===== src/design/rorel_pkg.sv =====
// package of constants and types for the relative reading unit
package rorel_pkg;
  // reading format: signed counts, displayable magnitude limit
  localparam int RD_W = 24;
  localparam logic [23:0] DISP_MAX = 24'h030d3f; // 199999 counts
  // function codes
  localparam int FUNC_W = 3;
  localparam logic [2:0] FN_VDC = 3'h1;
  localparam logic [2:0] FN_VAC = 3'h2;
  // range code of the highest voltage range
  localparam int RANGE_W = 3;
  localparam logic [2:0] RNG_TOP = 3'h5;
  // flash thresholds in counts of the top range
  localparam logic [23:0] DC_FLASH_LIM = 24'h0186a0; // 1000V as 100000
  localparam logic [23:0] AC_FLASH_LIM = 24'h011170; // 700V as 70000
  // error code on refused capture
  localparam logic [7:0] ERR_NO_STORE = 8'h20; // 32
  // apb register map
  localparam logic [7:0] ADDR_STATUS = 8'h00;
  localparam logic [7:0] ADDR_MASK = 8'h04;
  localparam logic [7:0] ADDR_REF = 8'h08;
  localparam logic [7:0] ADDR_CTRL = 8'h0c;
  localparam logic [7:0] ADDR_ERR = 8'h10;
  // status bits
  localparam int ST_CAPT = 0;
  localparam int ST_ERR = 1;
  localparam int ST_OVR = 2;
  localparam int ST_FLASH = 3;
  localparam int ST_W = 4;
  // reset values
  localparam logic [3:0] MASK_RST = 4'h0;
  localparam logic [23:0] REF_RST = 24'h000000;
  localparam logic [2:0] TAG_RST = 3'h0;
endpackage : rorel_pkg


===== src/design/rorel_top.sv =====
// relative reading unit: reference capture, difference, apb registers
// What this block does
// - an offset press latches the reading and later shows reading minus it.
// - the offset indicator is lit while a reference is applied.
// - the feature works in every measurement function.
// - the shown value always carries a sign while a reference applies; the code sets disp_signed only at the next reading.
// - a press while a reference applies cancels it and the indicator.
// - a capture in another function discards the old reference.
// - a press on an overrange or missing reading gives error 32, no store.
// - leaving the owning function suspends; returning reapplies.
// - overrange shows when the raw input or the difference overranges.
// - range choice comes from the raw input alone.
// - the display flashes above 1000V dc or 700V ac on the top range.
//
// The APB interface to the registers and the placing of the registers were decided locally.
module rorel_top (
  input wire logic pclk,
  input wire logic presetn,
  input wire logic psel,
  input wire logic penable,
  input wire logic pwrite,
  input wire logic [7:0] paddr,
  input wire logic [31:0] pwdata,
  output logic [31:0] prdata,
  output logic pready,
  output logic pslverr,
  input wire logic offset_press,
  input wire logic [rorel_pkg::FUNC_W-1:0] func,
  input wire logic [rorel_pkg::RANGE_W-1:0] range,
  input wire logic rd_valid,
  input wire logic [rorel_pkg::RD_W-1:0] rd_value,
  input wire logic rd_over,
  output logic [rorel_pkg::RD_W-1:0] disp_value,
  output logic disp_valid,
  output logic disp_over,
  output logic disp_signed,
  output logic disp_flash,
  output logic offset_ind,
  output logic [7:0] err_code,
  output logic err_pulse,
  output logic [rorel_pkg::RANGE_W-1:0] range_sel,
  output logic irq
);
  import rorel_pkg::*;

  ////////////////////////////////////////////////////////////////////
  // reference state
  logic [23:0] ref_q, ref_d;
  logic [2:0] tag_q, tag_d;
  logic valid_q, valid_d;
  logic enable_q, enable_d;
  logic [7:0] err_q, err_d;
  logic err_p_q, err_p_d;
  logic capt_ev, err_ev;
  logic applied;
  logic ctrl_press;
  logic [23:0] raw_q, raw_d;
  logic raw_have_q, raw_have_d;
  logic raw_over_q, raw_over_d;
  logic raw_ok;

  // a reference applies only in its owning function
  assign applied = valid_q && enable_q && (tag_q == func);

  // last raw reading: the reading bus carries a value only in the
  // rd_valid cycle, so a later press must store this copy instead;
  // a press in the same cycle as a reading takes the previous one
  always_comb begin
    raw_d = raw_q;
    raw_have_d = raw_have_q;
    raw_over_d = raw_over_q;
    if (rd_valid) begin
      raw_d = rd_value;
      raw_have_d = 1'b1;
      raw_over_d = rd_over;
    end
  end

  always_ff @(posedge pclk or negedge presetn) begin
    if (!presetn) begin
      raw_q <= REF_RST;
      raw_have_q <= 1'b0;
      raw_over_q <= 1'b0;
    end else begin
      raw_q <= raw_d;
      raw_have_q <= raw_have_d;
      raw_over_q <= raw_over_d;
    end
  end

  // nothing since reset, or an overrange one, cannot be stored
  assign raw_ok = raw_have_q && !raw_over_q;

  always_comb begin
    ref_d = ref_q;
    tag_d = tag_q;
    valid_d = valid_q;
    enable_d = enable_q;
    err_d = err_q;
    err_p_d = 1'b0;
    capt_ev = 1'b0;
    err_ev = 1'b0;
    if (offset_press || ctrl_press) begin
      if (applied) begin
        // a press on an applied reference cancels, whatever the reading
        enable_d = 1'b0;
        valid_d = 1'b0;
      end else if (!raw_ok) begin
        err_d = ERR_NO_STORE;
        err_p_d = 1'b1;
        err_ev = 1'b1;
      end else begin
        // any function may own it; one slot replaces the old one
        ref_d = raw_q;
        tag_d = func;
        valid_d = 1'b1;
        enable_d = 1'b1;
        capt_ev = 1'b1;
      end
    end
  end

  // cleared at power-up
  always_ff @(posedge pclk or negedge presetn) begin
    if (!presetn) begin
      ref_q <= REF_RST;
      tag_q <= TAG_RST;
      valid_q <= 1'b0;
      enable_q <= 1'b0;
      err_q <= 8'h00;
      err_p_q <= 1'b0;
    end else begin
      ref_q <= ref_d;
      tag_q <= tag_d;
      valid_q <= valid_d;
      enable_q <= enable_d;
      err_q <= err_d;
      err_p_q <= err_p_d;
    end
  end

  ////////////////////////////////////////////////////////////////////
  // datapath
  logic [23:0] diff;
  logic diff_over;
  logic flash;

  rorel_sub u_sub (
    .meas(rd_value),
    .ref_val(ref_q),
    .diff(diff),
    .diff_over(diff_over)
  );

  rorel_flash u_flash (
    .func(func),
    .range(range),
    .meas(rd_value),
    .flash(flash)
  );

  logic [23:0] dv_q, dv_d;
  logic dval_q, dval_d;
  logic dovr_q, dovr_d;
  logic dsgn_q, dsgn_d;
  logic dfl_q, dfl_d;
  logic ind_q, ind_d;

  // display registers update on each new reading; the indicator register follows applied every cycle
  always_comb begin
    dv_d = dv_q;
    dval_d = dval_q;
    dovr_d = dovr_q;
    dsgn_d = dsgn_q;
    dfl_d = dfl_q;
    ind_d = applied;
    if (rd_valid) begin
      dval_d = 1'b1;
      dfl_d = flash;
      dsgn_d = applied;
      if (applied) begin
        dv_d = diff;
        dovr_d = rd_over || diff_over;
      end else begin
        dv_d = rd_value;
        dovr_d = rd_over;
      end
    end
  end

  always_ff @(posedge pclk or negedge presetn) begin
    if (!presetn) begin
      dv_q <= 24'h000000;
      dval_q <= 1'b0;
      dovr_q <= 1'b0;
      dsgn_q <= 1'b0;
      dfl_q <= 1'b0;
      ind_q <= 1'b0;
    end else begin
      dv_q <= dv_d;
      dval_q <= dval_d;
      dovr_q <= dovr_d;
      dsgn_q <= dsgn_d;
      dfl_q <= dfl_d;
      ind_q <= ind_d;
    end
  end

  assign disp_value = dv_q;
  assign disp_valid = dval_q;
  assign disp_over = dovr_q;
  assign disp_signed = dsgn_q;
  assign disp_flash = dfl_q;
  assign offset_ind = ind_q;
  assign err_code = err_q;
  assign err_pulse = err_p_q;
  // range passes straight on; the reference never steers it
  assign range_sel = range;

  ////////////////////////////////////////////////////////////////////
  // apb slave and interrupts
  logic [3:0] st_q;
  logic [3:0] mask_q, mask_d;
  logic [31:0] rd_q, rd_d;
  logic [3:0] ev;
  logic [3:0] seen;
  logic acc, wr, rd, setup_rd, st_rd;

  // access phase decode; pready is tied high so every access ends here
  assign acc = psel && penable;
  assign wr = acc && pwrite;
  assign rd = acc && !pwrite;
  // read data is fetched in the setup cycle so that prdata leaves a flop
  assign setup_rd = psel && !penable && !pwrite;
  assign st_rd = rd && (paddr == ADDR_STATUS);
  assign ctrl_press = wr && (paddr == ADDR_CTRL) && pwdata[0];
  assign ev = {flash && rd_valid, dovr_d && rd_valid, err_ev, capt_ev};
  // clear only what the read returned: an event landing between the
  // fetch and the access edge stays pending for the next read
  assign seen = rd_q[ST_W-1:0];

  // one sticky bit per event; a new event wins over the read clear
  for (genvar i = 0; i < ST_W; i++) begin : g_st
    logic st_bit_d;

    always_comb begin
      st_bit_d = st_q[i];
      if (st_rd && seen[i]) begin
        st_bit_d = 1'b0;
      end
      if (ev[i]) begin
        st_bit_d = 1'b1;
      end
    end

    always_ff @(posedge pclk or negedge presetn) begin
      if (!presetn) begin
        st_q[i] <= 1'b0;
      end else begin
        st_q[i] <= st_bit_d;
      end
    end
  end

  // mask writes and the read-data fetch
  always_comb begin
    mask_d = mask_q;
    rd_d = 32'h00000000;
    if (wr && paddr == ADDR_MASK) begin
      mask_d = pwdata[3:0];
    end
    if (setup_rd) begin
      unique case (paddr)
        ADDR_STATUS: rd_d = {28'h0, st_q};
        ADDR_MASK: rd_d = {28'h0, mask_q};
        ADDR_REF: rd_d = {8'h00, ref_q};
        ADDR_CTRL: rd_d = {27'h0, tag_q, valid_q, applied};
        ADDR_ERR: rd_d = {24'h0, err_q};
        default: rd_d = 32'h00000000;
      endcase
    end
  end

  always_ff @(posedge pclk or negedge presetn) begin
    if (!presetn) begin
      mask_q <= MASK_RST;
      rd_q <= 32'h00000000;
    end else begin
      mask_q <= mask_d;
      rd_q <= rd_d;
    end
  end

  // the fetch register falls back to zero at the access edge, so
  // prdata stands for the access phase and reads zero otherwise
  assign prdata = rd_q;
  // zero wait states; unmapped offsets answer with an error
  assign pready = 1'b1;
  assign pslverr = acc && !(paddr == ADDR_STATUS || paddr == ADDR_MASK ||
    paddr == ADDR_REF || paddr == ADDR_CTRL || paddr == ADDR_ERR);
  // level interrupt while any unmasked sticky bit is set
  assign irq = |(st_q & mask_q);
endmodule : rorel_top


===== src/design/rorel_sub.sv =====
// signed subtractor with displayable-range check
module rorel_sub (
  input wire logic [23:0] meas,
  input wire logic [23:0] ref_val,
  output logic [23:0] diff,
  output logic diff_over
);
  import rorel_pkg::*;
  logic [24:0] wide;
  logic [24:0] mag;
  // widen by one bit so the difference cannot wrap
  always_comb begin
    wide = {meas[23], meas} - {ref_val[23], ref_val};
    mag = wide[24] ? (25'h0 - wide) : wide;
    diff = wide[23:0];
    diff_over = (mag > {1'b0, DISP_MAX});
  end
endmodule : rorel_sub


===== src/design/rorel_flash.sv =====
// flash detect for the top voltage ranges
module rorel_flash (
  input wire logic [2:0] func,
  input wire logic [2:0] range,
  input wire logic [23:0] meas,
  output logic flash
);
  import rorel_pkg::*;
  logic [23:0] mag;
  // independent of the reference; looks at raw input only
  always_comb begin
    mag = meas[23] ? (24'h0 - meas) : meas;
    flash = 1'b0;
    if (range == RNG_TOP && func == FN_VDC && mag > DC_FLASH_LIM) begin
      flash = 1'b1;
    end
    if (range == RNG_TOP && func == FN_VAC && mag > AC_FLASH_LIM) begin
      flash = 1'b1;
    end
  end
endmodule : rorel_flash


===== config.mk =====
export PLATFORM = sky130hd
export DESIGN_NAME = rorel_top
export DESIGN_NICKNAME = d
export VERILOG_FILES = /design/src/design/rorel_pkg.sv /design/src/design/rorel_top.sv /design/src/design/rorel_sub.sv /design/src/design/rorel_flash.sv
export SDC_FILE = /design/constraint.sdc
export NUM_CORES = 1
export LEC_CHECK = 0
export BUFFER_PORTS_ARGS = -buffer_cell sky130_fd_sc_hd__buf_2
export CAP_MARGIN = 10
export CELL_PAD_IN_SITES_DETAIL_PLACEMENT = 1
export CELL_PAD_IN_SITES_GLOBAL_PLACEMENT = 1
export CORE_UTILIZATION = 30
export CTS_CLUSTER_SIZE = 16
export DETAILED_ROUTE_END_ITERATION = 6
export GPL_TIMING_DRIVEN = 0
export HOLD_SLACK_MARGIN = 0.12
export PLACE_DENSITY = 0.66
export SYNTH_ARGS = -nofsm -noshare
export SYNTH_HDL_FRONTEND = slang
export SYNTH_HIERARCHICAL = 1
export SYNTH_SLANG_ARGS = --single-unit

===== constraint.sdc =====
create_clock -name pclk -period 3.8 [get_ports pclk]
set_input_delay 0.76 -clock pclk [delete_from_list [all_inputs] [get_ports pclk]]
set_output_delay 0.76 -clock pclk [all_outputs]
set_load 0.05 [all_outputs]

==> out/results.ini <==
[run_status]
status = finished with violations
violations = negative setup slack

[synthesis]
synth-seq-cells = 116
synth_top_area_share_pct = 35.34
async_reset_ff_share_pct = 100.0
syn_inst = 890
ys_warn_count = 6
synth.avg_cell_area_um2 = 9.228
synth_ff_type = dfrtp_1
synth-compound-area-share_pct = 18.56
ys_top_cells_by_area = dfrtp_1, mux2_2, ha_1, nand2_1, mux2_4
synth.largest_area_cell = dfrtp_1
synth-simple-area-share_pct = 20.70
synth-edff-count = 0
synthXorXnorAreaFrac_pct = 3.108
synth_fa_ha_area_share_pct = 4.205
muxShareOfSynthArea_pct = 10.79
synthesis.area_mm2 = 0.008213
ys_seq_area_share_pct = 35.34
netlist-cell-type-count = 97
synth_top_family_by_area = simple AND/OR/NAND/NOR gates

[final_layout]
final-seq-area_mm2 = 0.002907
mostFrequentLayoutCells = dfrtp_1, buf_2, nand2_1, nor2_1, buf_4
multi_input_area_mm2 = 0.005253
diodes = 0
nFillCells = 3101
layout_commonest_cell = dfrtp_1
area_delta_synth_final_pct = 30.96
utilization_pct = 40.02
fin_nets = 1176
drive_above_1_share_pct = 36.25

[place]
dp_hpwl_um = 20550
dp_slack_ns = -0.9967
portBuffers = 107
gp_congestion = 0.8661

[power]
max-vdd-ir-drop_uv = 213.1
power_mw = 6.958
power.leakage_nw = 4.870
powerDensity_mw_per_mm2 = 646.9

[timing]
setup_viol = 2
timing.hold.ws_ns = 0.2391
skew_ns = 0.01219
slew_viol_final = 0
worst_slack_ns = -0.06652
fmax_mhz = 258.6
final.min_clock_period_ns = 3.867
maxSlewHeadroom_pct = 45.39
worst-slew-pin-transition_ns = 0.8117
hold_viol = 0
rsz0062_at_grt = yes
setup_tns_ns = -0.09260
finalCritPeriodShare_pct = 101.8

[grt]
grt_usage_pct = 19.74
grt_overflow = 0
grt_pass1_vias = 7755
grt_pass1_wl_um = 42640
antenna_found_initial = 0
grt_max_degree = 73

[detailed_routing]
post_drt_via_cell_ratio = 5.269
antenna_left = 0
post-route-drc-count = 0
wirelength_um = 27560
vias = 7509
drtIter0Drc = 383
wl_per_cell_um = 19.34
drtPass1Iterations = 5

[setup_path]
r2r_slack_ns = -0.03
regToRegEndpoint = disp_over
cp_slowest_cell = or3_4
r2r-start = ref_q[0]
reg2reg_depth = 16
max_stage_delay_ns = 0.44
end_kind = flop
critPathKind = in2reg
crit_arrival_ns = 4.16
crit_chain = buf_2 > ha_4 > o211ai_1 > a21o_2 > a21oi_2 > o211ai_2 > inv_2 > or3_4 > buf_6 > nor3_4 > nand3_2 > nor3_4 > o2111ai_1 > o22a_1 > a211o_1 > a21oi_4 > a21oi_2
critPathLaunchType = input pin
required_ns = 4.09
path_max_fanout = 6

[clocking]
cts_tree = built
cts_sinks = 116
clk_path_buf_depth = 2
cts_buffers = 17
h-tree-depth = 4
clk_pin_slew_ns = 0.06
clkLatencyLatePin_ns = 0.44
root_buffer = clkbuf_16

[flow_run]
drv_cap = 0

[floorplan]
start_util_pct = 30.56
fp.dieH_um = 167.5
core_region_area_mm2 = 0.02688
row_count = 60
die_area_mm2 = 0.02804
ioPinCount = 154
fp.dieW_um = 167.5

[min_path]
hp-class = in2async

[synthesized netlist by cell type, types with 4 or more instances]
library cell	n
o31ai_1	4
o21bai_1	4
mux2_4	20
a32o_1	4
nor2_1	76
nand4_1	11
nand2_1	84
o21ai_0	34
o211ai_1	12
a21oi_1	38
inv_1	50
buf_2	7
buf_4	23
ha_1	26
or4_1	5
mux2i_1	9
buf_6	9
and3_1	10
clkbuf_1	19
a21o_2	4
or3_1	8
nand3_1	21
nor3_1	15
a22oi_1	5
a31oi_1	33
o2111ai_1	4
xor2_1	12
nor2b_1	5
nor4_1	10
o211a_1	4
or2_2	5
a2111oi_0	4
mux2_2	42
a211oi_1	5
and2_1	26
xnor2_1	14
a21o_1	14
nand2b_1	11
a21boi_0	4
dfrtp_1	116
[through the flow]
step,cell area (um2),instances
after floorplan,8372,904
after global placement,9334,1352
after detailed placement,9368,1353
after CTS,10420,1410
after global routing,10760,1425
final,10760,1425
[how the worst max path moves through the flow]
stage	startpoint	end	slack [ns]	cells after the start
2_1_floorplan	rd_value[0]	disp_over	-0.07	17
3_3_place_gp	rd_value[0]	st_q[2]	-0.94	17
3_5_place_dp	rd_value[7]	disp_over	-1.0	15
4_1_cts	rd_value[0]	disp_over	-0.20	18
5_1_grt	ref_q[2]	disp_over	-0.19	17
6_report	rd_value[2]	disp_over	-0.07	17
[state kept, by name, summed over array words and instances, names as in the netlist, 3 cells and up]
name,flops
disp_value,24
prdata,24
raw_q,24
ref_q,24
mask_q,4
st_q,4
tag_q,3
[what timing repair did]
action                                  CTS  global route
hold buffers                              0             0
pin swaps                                24            31
resized for setup                        50            52
endpoints found under the setup margin    2             2
buffers inserted                         26            17
[critical path, delay by kind of cell]
kind / cells / cell delay, ns
compound gates: 9 / 1.71
buf+inv: 3 / 0.36
fa+ha+maj: 1 / 0.28
simple gates: 4 / 1.03
[cell type report]
type | count | share of cell area, %
multi-input cells | 674 | 48.84
flip-flops and latches | 116 | 27.02
repair buffers | 151 | 8.806
clock buffers | 18 | 4.083
well taps | 341 | 3.967
plain buffers | 58 | 3.432
inverters | 53 | 1.978
clock inverters | 14 | 1.873
[logic make-up after synthesis]
kind of cell,Yosys count
buf+inv,114
other cells,2
flops,116
fa+ha+maj,27
mux,72
simple gates,318
compound gates,214
xor+xnor,27
[per-layer routing]
metal	track usage, %	vias to the layer above	wire, um
met5	0	-	0
met1	24.58	3744	12230
li1	-	3557	-
met2	34.26	165	13740
met4	7.938	0	809
met3	2.765	43	775
[where the power goes]
part | total, mW | switching [mW] | leakage [nW] | internal [mW]
Combinational | 3.59 | 2.15 | 3.17 | 1.45
Clock | 1.79 | 0.669 | 0.307 | 1.12
Sequential | 1.57 | 0.149 | 1.40 | 1.42
Total | 6.96 | 2.97 | 4.87 | 3.99
No activity file was read; power rests on OpenSTA's default activity.
